$ cat src/umh_map.vh
/*
  umh_map.vh: register offsets, bit positions and reset values for the
  modem handshake block.
  assumes: included by the design files by bare name; 32-bit apb data.
*/
`ifndef UMH_MAP_VH
`define UMH_MAP_VH

// register byte offsets on apb
`define UMH_OFS_IER      12'h000
`define UMH_OFS_MCR      12'h004
`define UMH_OFS_MSR      12'h008
`define UMH_OFS_ISTAT    12'h00C
`define UMH_OFS_IMASK    12'h010

// interrupt enable register
`define UMH_IER_MODEM    3

// modem control register
`define UMH_MCR_DTR      0
`define UMH_MCR_RTS      1
`define UMH_MCR_LOOP     4
`define UMH_MCR_W        5

// modem status register
`define UMH_MSR_DCTS     0
`define UMH_MSR_DDSR     1
`define UMH_MSR_DRI      2
`define UMH_MSR_DDCD     3
`define UMH_MSR_CTS      4
`define UMH_MSR_DSR      5
`define UMH_MSR_RI       6
`define UMH_MSR_DCD      7

// sticky event status bits
`define UMH_EV_MODEM     0
`define UMH_EV_W         1

// reset values
`define UMH_RST_IER      8'h00
`define UMH_RST_MCR      5'h00
`define UMH_RST_MASK     1'h0

`endif

$ cat src/umh_modem_ctl.v
/*
  umh_modem_ctl.v: modem handshake section of a serial port. senses four
  active-low modem inputs, reports levels and changes in the modem status
  register, raises an interrupt on change, drives terminal ready and
  request to send from the modem control register.
  assumes: apb master on clk; modem pins asynchronous to clk; the
  transmitter lives elsewhere and never sees clear to send.
*/
// Decided for this implementation: register access over APB and the address map.
// Summary of operation
// - status bit 4 reads the inverse of the clear-to-send pin
// - status bit 5 reads the inverse of the data-set-ready pin
// - status bit 6 reads the inverse of the ring-indicator pin
// - status bit 7 reads the inverse of the carrier-detect pin
// - status bit 0 sets when clear-to-send changed since last status read
// - status bit 1 sets when data-set-ready changed since last status read
// - status bit 2 sets when ring-indicator changed since last status read
// - status bit 3 sets when carrier-detect changed since last status read
// - with enable bit 3 and interrupt mask bit 0 set, any modem input change raises an interrupt
// - clear-to-send never gates or alters the transmitter
// - terminal-ready output low when control bit 0 is one
// - request-to-send output low when control bit 1 is one
// - reset drives request-to-send high
// - loopback holds request-to-send inactive regardless of its bit
// - reset and loopback hold terminal-ready inactive
`timescale 1ns/1ps
`include "umh_map.vh"
module umh_modem_ctl #(
  parameter AW = 12
) (
  input  wire          clk,                // system clock, 250 MHz
  input  wire          rst,                // synchronous reset, active high
  input  wire          psel,               // apb select
  input  wire          penable,            // apb access phase
  input  wire          pwrite,             // apb write
  input  wire [AW-1:0] paddr,              // apb byte address
  input  wire [31:0]   pwdata,             // apb write data
  input  wire [3:0]    pstrb,              // apb byte strobes
  output reg  [31:0]   prdata,             // apb read data
  output reg           pready,             // apb ready
  output reg           pslverr,            // apb error on unmapped address
  input  wire          clear_to_send_n,    // modem clear to send, low active
  input  wire          data_set_ready_n,   // modem data set ready, low active
  input  wire          ring_indicator_n,   // modem ring indicator, low active
  input  wire          carrier_detect_n,   // modem carrier detect, low active
  output reg           terminal_ready_n,   // terminal ready, low active
  output reg           request_to_send_n,  // request to send, low active
  output reg           loopbackMode,       // loopback select to the data path
  output reg           irq                 // level interrupt
);

  // address classes returned by the decoder
  localparam [2:0] SEL_NONE  = 3'd0;
  localparam [2:0] SEL_IER   = 3'd1;
  localparam [2:0] SEL_MCR   = 3'd2;
  localparam [2:0] SEL_MSR   = 3'd3;
  localparam [2:0] SEL_ISTAT = 3'd4;
  localparam [2:0] SEL_IMASK = 3'd5;

  // decode a byte address; used for both read and write paths
  function [2:0] decode;
    input [AW-1:0] a;
    begin
      if (a == `UMH_OFS_IER)
        decode = SEL_IER;
      else if (a == `UMH_OFS_MCR)
        decode = SEL_MCR;
      else if (a == `UMH_OFS_MSR)
        decode = SEL_MSR;
      else if (a == `UMH_OFS_ISTAT)
        decode = SEL_ISTAT;
      else if (a == `UMH_OFS_IMASK)
        decode = SEL_IMASK;
      else
        decode = SEL_NONE;
    end
  endfunction

  // pin order inside vectors: 0 cts, 1 dsr, 2 ri, 3 dcd
  wire [3:0] pinRaw = {carrier_detect_n, ring_indicator_n,
                       data_set_ready_n, clear_to_send_n};
  wire [3:0] pinSync;
  reg  [3:0] pinPrev_q;
  reg  [3:0] delta_q;
  reg  [7:0] ier_q;
  reg  [4:0] mcr_q;
  reg  [`UMH_EV_W-1:0] evStat_q;
  reg  [`UMH_EV_W-1:0] evMask_q;

  umh_sync2 #(
    .WIDTH   (4),
    .RST_VAL (4'hF)
  ) u_sync (
    .clk   (clk),
    .rst   (rst),
    .async (pinRaw),
    .syncQ (pinSync)
  );

  // access phase; single-cycle answer so pready is high on each access
  wire       access   = psel & penable;
  wire [2:0] sel      = decode(paddr);
  wire       wrLo     = access & pwrite & pstrb[0];
  wire       msrRead  = access & ~pwrite & (sel == SEL_MSR);
  wire [3:0] pinEdge  = pinSync ^ pinPrev_q;
  // complement of each pin forms the upper status nibble
  wire [3:0] levels   = ~pinSync;
  wire [7:0] msrValue = {levels, delta_q};
  wire       modemInt = ier_q[`UMH_IER_MODEM] & (|delta_q);

  // previous synchronised level, for change detection
  always @(posedge clk) begin
    if (rst)
      pinPrev_q <= 4'hF;
    else
      pinPrev_q <= pinSync;
  end

  // change flags: any toggle sets, status read clears, set beats clear
  always @(posedge clk) begin
    if (rst)
      delta_q <= 4'h0;
    else if (msrRead)
      delta_q <= pinEdge;
    else
      delta_q <= delta_q | pinEdge;
  end

  // interrupt enable and modem control registers
  always @(posedge clk) begin
    if (rst) begin
      ier_q <= `UMH_RST_IER;
      mcr_q <= `UMH_RST_MCR;
    end else if (wrLo) begin
      if (sel == SEL_IER)
        ier_q <= pwdata[7:0];
      if (sel == SEL_MCR)
        mcr_q <= pwdata[`UMH_MCR_W-1:0];
    end
  end

  // sticky event bit and its mask; write one clears, a new event wins
  always @(posedge clk) begin
    if (rst) begin
      evStat_q <= {`UMH_EV_W{1'b0}};
      evMask_q <= {`UMH_EV_W{`UMH_RST_MASK}};
    end else begin
      if (wrLo && sel == SEL_IMASK)
        evMask_q <= pwdata[`UMH_EV_W-1:0];
      if (modemInt)
        evStat_q[`UMH_EV_MODEM] <= 1'b1;
      else if (wrLo && sel == SEL_ISTAT && pwdata[`UMH_EV_MODEM])
        evStat_q[`UMH_EV_MODEM] <= 1'b0;
    end
  end

  // handshake outputs; loopback forces both inactive high
  // clear to send has no path toward the transmitter here
  always @(posedge clk) begin
    if (rst) begin
      terminal_ready_n  <= 1'b1;
      request_to_send_n <= 1'b1;
      loopbackMode      <= 1'b0;
      irq               <= 1'b0;
    end else begin
      terminal_ready_n  <= ~(mcr_q[`UMH_MCR_DTR] & ~mcr_q[`UMH_MCR_LOOP]);
      request_to_send_n <= ~(mcr_q[`UMH_MCR_RTS] & ~mcr_q[`UMH_MCR_LOOP]);
      loopbackMode      <= mcr_q[`UMH_MCR_LOOP];
      irq               <= |(evStat_q & evMask_q);
    end
  end

  // apb answer: ready in the first access-phase cycle, error on unmapped
  always @(posedge clk) begin
    if (rst) begin
      pready  <= 1'b0;
      pslverr <= 1'b0;
      prdata  <= 32'h0000_0000;
    end else begin
      pready  <= psel & ~penable;
      pslverr <= psel & ~penable & (sel == SEL_NONE);
      prdata  <= 32'h0000_0000;
      if (psel & ~penable & ~pwrite) begin
        if (sel == SEL_IER)
          prdata <= {24'h00_0000, ier_q};
        else if (sel == SEL_MCR)
          prdata <= {27'h000_0000, mcr_q};
        else if (sel == SEL_MSR)
          prdata <= {24'h00_0000, msrValue};
        else if (sel == SEL_ISTAT)
          prdata <= {31'h0000_0000, evStat_q};
        else if (sel == SEL_IMASK)
          prdata <= {31'h0000_0000, evMask_q};
      end
    end
  end

endmodule

$ cat src/umh_sync2.v
/*
  umh_sync2.v: two-flop synchroniser for a group of level inputs.
  assumes: inputs are asynchronous to clk; only the second stage is read.
*/
`timescale 1ns/1ps
module umh_sync2 #(
  parameter WIDTH = 4,
  parameter [WIDTH-1:0] RST_VAL = {WIDTH{1'b1}}
) (
  input  wire             clk,    // system clock
  input  wire             rst,    // synchronous reset, active high
  input  wire [WIDTH-1:0] async,  // raw pin levels
  output reg  [WIDTH-1:0] syncQ   // synchronised levels
);

  reg [WIDTH-1:0] meta_q;

  // first stage feeds only the second; reset to idle pin level
  always @(posedge clk) begin
    if (rst) begin
      meta_q <= RST_VAL;
      syncQ  <= RST_VAL;
    end else begin
      meta_q <= async;
      syncQ  <= meta_q;
    end
  end

endmodule
$ cat config.mk
export PLATFORM = sky130hd
export DESIGN_NAME = umh_modem_ctl
export DESIGN_NICKNAME = d
export VERILOG_FILES = /design/src/umh_modem_ctl.v /design/src/umh_sync2.v
export VERILOG_INCLUDE_DIRS = /design/src
export SDC_FILE = /design/constraint.sdc
export NUM_CORES = 1
export LEC_CHECK = 0
export ABC_AREA = 1
export BUFFER_PORTS_ARGS = -buffer_cell sky130_fd_sc_hd__buf_2
export CORE_ASPECT_RATIO = 1.1
export CORE_MARGIN = 1.5
export CORE_UTILIZATION = 40
export CTS_BUF_LIST = sky130_fd_sc_hd__clkbuf_4 sky130_fd_sc_hd__clkbuf_8 sky130_fd_sc_hd__clkbuf_16
export CTS_CLUSTER_SIZE = 12
export DETAILED_ROUTE_END_ITERATION = 6
export PLACE_DENSITY = 0.69
export SYNTH_ARGS = -nofsm -noshare
export SYNTH_HDL_FRONTEND = slang
export SYNTH_SLANG_ARGS = --single-unit
$ cat constraint.sdc
create_clock -name clk -period 2.45 [get_ports clk]
set_clock_uncertainty 0.05 [all_clocks]
set_input_delay 0.49 -clock clk [delete_from_list [all_inputs] [get_ports clk]]
set_output_delay 0.49 -clock clk [all_outputs]
set_load 0.005 [all_outputs]
==> Flow_metrics.wiki, run 1 <==
{| class="wikitable"
! Metric !! Value
|-
| Outcome || finished, final reports clean
|-
| Placer's final routability congestion estimate || 0.8195
|-
| Max-cap violation count || 0
|-
| H-tree Lvls || 2
|-
| Routed via count divided by cell count || 4.615
|-
| Pin count of the biggest net entering global routing || 27
|-
| Largest voltage drop on the vdd net || 0.2470 mV
|-
| Final count of negative-setup-slack endpoints || 0
|-
| Remaining antenna violation count after routing || 0
|-
| Initial Util || 0.4191
|-
| Routed wire length || 3771 um
|-
| Number of buffers created by CTS || 5
|-
| Post-route DRC violation count || 0
|-
| Width of the die || 69.80 um
|-
| Post-detailed-route wirelength per cell || 10.84 um
|-
| Biggest area contributors in the synthesized netlist || dfxtp_1 46%, buf_4 9.6%, nand2_1 7.1%
|-
| Clock buffer depth || 2
|-
| Syn-to-layout area delta || 13.51%
|-
| Postcts setup bufs || 0
|-
| Worst hold path class || in2reg
|-
| Sequential fraction of the synthesis area || 0.4589
|-
| Number of diodes || 0
|-
| Via count || 1606
|-
| Number of antenna violations at the first check in global routing || 0
|-
| Fmax || 0.6609 GHz
|-
| Slowest cell on the critical path || nand3_1
|-
| Average instance area after synthesis || 7.948 um2
|-
| Global-route wire length before repair || 6237 um
|-
| Period utilisation layout || 0.6176
|-
| Violation count after the first detailed-routing iteration || 97
|-
| Pre-CTS setup slack || 601.5 ps
|-
| Global-route congestion overflow total || 0
|-
| Yosys warning total || 0
|-
| Leading cell types in the layout, fill and taps excluded || 45 x dfxtp_1, 43 x buf_2, 37 x nand2_1
|-
| Share of layout cells above drive strength 1 || 0.2568
|-
| Arrival time of data at the critical path endpoint || 1640 ps
|-
| Via count of the first global-routing pass || 1405
|-
| Chain of cells forming the critical path || buf_2 > nor2_2 > nand2_2 > nor2_8 > nand3_1 > nand2_1 > a21oi_1
|-
| FILL cells || 488
|-
| Overall Global Routing Usage || 0.1454
|-
| Height of the die || 76.48 um
|-
| Root buf cell || clkbuf_8
|-
| Detailed-routing iteration count for the pre-antenna-repair pass || 4
|-
| Type of the worst setup path || in2reg
|-
| Largest fanout on the critical path || 19
|-
| Placed standard-cell area || 2131 um2
|-
| Gate Count Post-Synth || 247
|-
| Clock tree from TritonCTS || yes
|-
| Num ports || 95
|-
| Post-route standard cell area excluding fillers || 2228 um2
|-
| Resized cells post-CTS || 0
|-
| Yosys top cell by area || dfxtp_1
|-
| Setup repair after global routing missed its margin || no
|-
| Number of buffer cells added on primary ports || 43
|-
| Number of clock sinks || 45
|-
| Final worst-path setup slack || 936.9 ps
|-
| Number of rows in the core area || 26
|-
| Most common cell after layout, fill and taps aside || dfxtp_1
|-
| Net total in the final layout || 348
|-
| Crit path capture type || flip-flop
|-
| Total core area || 4684 um2
|-
| Post-route minimum period || 1513 ps
|-
| Startpoint Class || input pin
|-
| Area of the die || 5338 um2
|-
| CP required || 2580 ps
|-
| Post-detail-place hpwl || 2764 um
|-
| Clock Pin Slew Worst Setup and Hold Paths || 90 ps
|-
| Yosys reg bits || 45
|-
| Synth top area share || 0.4589
|-
| Number of buffers added to fix hold violations after cts || 0
|-
| Synth cell types || 27
|-
| Pwr Density || 600.3 nW/um2
|-
| Synthesized cell area || 1963 um2
|-
| Max-slew violation count || 0
|-
| CP peak stage delay || 320 ps
|-
| Setup TNS || 0 ps
|-
| Dominant delay contributor by cell family on the critical path || simple AND/OR/NAND/NOR gates
|-
| Worst-skew pair later-pin latency || 310 ps
|-
| Count of final hold-check violations || 0
|-
| Crit path buffers/inverters || 1
|-
| Leakage component of the power || 0.001024 uW
|}
## final timing paths
path	startpoint	endpoint	slack, ps	cells past startpoint
worst max-delay path	paddr[11]	ier_q[4]$_SDFFE_PP0P_	940	7
worst min-delay path	carrier_detect_n	u_sync.meta_q[3]$_SDFF_PP1_	310	2
worst max register to register	delta_q[3]$_SDFF_PP0_	evStat_q$_SDFFE_PP0P_	1250	3
worst min register to register	mcr_q[0]$_SDFFE_PP0P_	terminal_ready_n$_SDFF_PP1_	360	1
## kinds of logic after synthesis
kind of cell | share of synthesized area
and+or+nand+nor | 0.2556
other | 0.001910
buffers and inverters | 0.1561
DFF | 0.4589
xor gates and xnor gates | 0.01784
AOI/OAI and AO/OA | 0.1096
## cells in the mapped netlist
cell type	n
nand2_4	1
buf_4	25
xnor2_1	4
nor3_1	2
clkbuf_1	4
nor2_4	1
nor2_1	15
nor2_8	1
dfxtp_1	45
clkinv_1	1
inv_2	1
nand2_1	37
clkinv_2	1
o21ai_0	13
inv_1	20
buf_6	1
or2_2	8
nand4_1	2
o211ai_1	4
or3_1	1
nand3_1	25
nand2_2	2
buf_2	1
nand3_2	1
conb_1	1
nor2_2	6
a21oi_1	24
## sequential cells by signal (all words and copies together) (netlist names), 4 cells and up
signal,cells
ier_q,8
prdata,8
mcr_q,5
delta_q,4
pinPrev_q,4
u_sync.meta_q,4
u_sync.syncQ,4
## cell type report
type / count / area (um2) / area share
Inverter: 23 / 87.58 / 0.03930
Clock buffer: 5 / 68.82 / 0.03088
Multi-Input combinational cell: 171 / 842.1 / 0.3779
Sequential cell: 45 / 900.9 / 0.4043
Clock inverter: 3 / 28.78 / 0.01291
Tap cell: 56 / 70.07 / 0.03144
Timing Repair Buffer: 45 / 230.2 / 0.1033
## layer usage
layer	track usage	wire, um
met1	0.1893	1749
met2	0.2248	1743
met3	0.03836	209
met4	0.06538	68
met5	0	0
## where the power goes
| group | internal [uW] | switching (uW) |
|---|---|---|
| logic | 37.1 | 56.3 |
| clock network | 215 | 277 |
| registers | 745 | 7.06 |
| total | 997 | 340 |
## stage by stage
stage            util  power [uW]  hold WS [ps]  std cells
5_1_grt        0.4757        1402         297.7        348
3_3_place_gp   0.4549       859.3         342.1        340
3_5_place_dp   0.4549       861.6         345.5        340
6_report       0.4757        1338         306.0        348
4_1_cts        0.4757        1348         301.0        348
2_1_floorplan       -       849.3         331.2        270
Power figures use the tool's default switching activity.
==> run 2, diff against run 1 <==
Settings changed: PLACE_DENSITY 0.69 to 0.72.
Clock period 2.45 ns to 1.37 ns, I/O delays scaled along.
==> run 2 against run 1 <==
Register-to-register slack got worse by 990 ps. Core utilization grew 1.8 points. Die area is the same. Highest routed layer unchanged.
==> Flow_metrics.wiki, run 2 (synthesized netlist as in run 1, its figures left out) <==
{| class="wikitable"
! Metric !! Value
|-
| Postcts setup bufs || 0 (unchanged)
|-
| Detailed-routing iteration count for the pre-antenna-repair pass || 4 (unchanged)
|-
| Startpoint Class || input pin (unchanged)
|-
| Fmax || 0.8431 GHz
|-
| Largest fanout on the critical path || 10 (was 19)
|-
| Setup TNS || 0 ps (unchanged)
|-
| Largest registers in the final layout || ier_q x8, prdata x8, mcr_q x5 (unchanged)
|-
| Final worst-path setup slack || 183.8 ps (was 936.9 ps)
|-
| Pre-CTS setup slack || -150.6 ps (was 601.5 ps)
|-
| Arrival time of data at the critical path endpoint || 1320 ps (was 1640 ps)
|-
| Placer's final routability congestion estimate || 0.7872 (was 0.8195)
|-
| Number of buffers added to fix hold violations after cts || 0 (unchanged)
|-
| Global-route wire length before repair || 6568 um (was 6237 um)
|-
| Area occupied by multi-input gates || 842.1 um2 (unchanged)
|-
| Number of rows in the core area || 26 (unchanged)
|-
| Post-Route Utilization || 0.4936 (was 0.4757)
|-
| Number of diodes || 0 (unchanged)
|-
| Routed wire length || 3860 um (was 3771 um)
|-
| Largest voltage drop on the vdd net || 0.5076 mV (was 0.2470 mV)
|-
| Syn-to-layout area delta || 17.78% (was 13.51%)
|-
| Height of the die || 76.48 um (unchanged)
|-
| Number of antenna violations at the first check in global routing || 0 (unchanged)
|-
| Max-slew violation count || 0 (unchanged)
|-
| CP peak stage delay || 300 ps (was 320 ps)
|-
| Pwr Density || 1011 nW/um2 (was 600.3 nW/um2)
|-
| Overall Global Routing Usage || 0.1516 (was 0.1454)
|-
| Final-layout worst hold slack || 96.29 ps (was 306.0 ps)
|-
| Num ports || 95 (unchanged)
|-
| Clock buffer depth || 2 (unchanged)
|-
| Leading cell types in the layout, fill and taps excluded || 45 x dfxtp_1, 43 x buf_2, 37 x nand2_1 (unchanged)
|-
| Share of layout cells above drive strength 1 || 0.2862 (was 0.2568)
|-
| CP required || 1500 ps (was 2580 ps)
|-
| Root buf cell || clkbuf_8 (unchanged)
|-
| Worst-skew pair later-pin latency || 300 ps (was 310 ps)
|-
| FILL cells || 490 (was 488)
|-
| Outcome || finished, final reports clean (unchanged)
|-
| Area of the die || 5338 um2 (unchanged)
|-
| Global-route congestion overflow total || 0 (unchanged)
|-
| Remaining antenna violation count after routing || 0 (unchanged)
|-
| Chain of cells forming the critical path || buf_2 > nor2_2 > nand2_2 > nor2_8 > nand3_1 > nand2_1 > a21oi_1 (unchanged)
|-
| Count of final hold-check violations || 0 (unchanged)
|-
| Total core area || 4684 um2 (unchanged)
|-
| Worst hold path class || in2reg (unchanged)
|-
| Type of the worst setup path || in2reg (unchanged)
|-
| Post-route DRC violation count || 0 (unchanged)
|-
| Resized cells post-CTS || 0 (unchanged)
|-
| Clock Pin Slew Worst Setup and Hold Paths || 90 ps (about the same)
|-
| Most common cell after layout, fill and taps aside || dfxtp_1 (unchanged)
|-
| Final count of negative-setup-slack endpoints || 0 (unchanged)
|-
| H-tree Lvls || 2 (unchanged)
|-
| Setup repair after global routing missed its margin || no (unchanged)
|-
| Clock tree from TritonCTS || yes (unchanged)
|-
| Via count of the first global-routing pass || 1504 (was 1405)
|-
| Via count || 1636 (was 1606)
|-
| Initial Util || 0.4191 (unchanged)
|-
| Violation count after the first detailed-routing iteration || 68 (was 97)
|-
| Max-cap violation count || 0 (unchanged)
|-
| Pin count of the biggest net entering global routing || 26 (was 27)
|-
| Post-detailed-route wirelength per cell || 10.72 um (was 10.84 um)
|-
| Post-route minimum period || 1186 ps
|-
| Post-detail-place hpwl || 2912 um (was 2764 um)
|-
| Width of the die || 69.80 um (unchanged)
|-
| Period utilisation layout || 0.8658
|-
| Slowest cell on the critical path || nand3_1 (unchanged)
|-
| Net total in the final layout || 360 (was 348)
|-
| Register area || 900.9 um2 (unchanged)
|-
| Number of buffer cells added on primary ports || 43 (unchanged)
|-
| Number of clock sinks || 45 (unchanged)
|-
| Number of buffers created by CTS || 5 (unchanged)
|-
| Routed via count divided by cell count || 4.544 (was 4.615)
|-
| Crit path capture type || flip-flop (unchanged)
|-
| Leakage component of the power || 0.001081 uW (was 0.001024 uW)
|}
[run 2: worst max-delay path: cells and delay by family]
family | cells | cell delay [ps]
AND/OR/NAND/NOR | 5 | 870
buffers and inverters | 1 | 100
AO/OA/AOI/OAI | 1 | 70
[run 2: per-layer routing]
layer | share of wire | vias up | track usage
met5 | 0 | - | 0
met2 | 0.46 | 52 | 0.2524
met4 | 0.020 | 0 | 0.07500
met1 | 0.46 | 721 | 0.1865
met3 | 0.050 | 7 | 0.02778
li1 | - | 856 | -
[run 2: worst paths after layout]
kind	from	to	cells past startpoint	slack, ps
setup / recovery	paddr[11]	ier_q[1]$_SDFFE_PP0P_	7	180
hold / removal	data_set_ready_n	u_sync.meta_q[1]$_SDFF_PP1_	2	100
setup reg to reg	delta_q[3]$_SDFF_PP0_	evStat_q$_SDFFE_PP0P_	3	260
hold reg to reg	u_sync.meta_q[3]$_SDFF_PP1_	u_sync.syncQ[3]$_SDFF_PP1_	1	360
[run 2: layout make-up]
type	count	area share
sequential	45	0.3896
multi-input combinational	171	0.3642
timing repair buffer	57	0.1385
inverter	23	0.03788
tap	56	0.03030
clock buffer	5	0.02976
clock inverter	3	0.009740
[run 2: stage by stage]
| stage | instances | power [uW] | instance area, um2 |
|---|---|---|---|
| floorplan | 270 | 1519 | 2049 |
| global route | 360 | 2438 | 2312 |
| finish | 360 | 2338 | 2312 |
| detailed placement | 352 | 1555 | 2221 |
| CTS | 360 | 2359 | 2312 |
| global placement | 352 | 1551 | 2221 |
[run 2: where the power goes]
part	switching (uW)	leakage, uW	internal [uW]	total, uW
logic	102	0.000667	77.1	179
registers	12.3	0.000366	1330	1340
clock network	453	0.0000481	362	814
total	567	0.00108	1770	2340
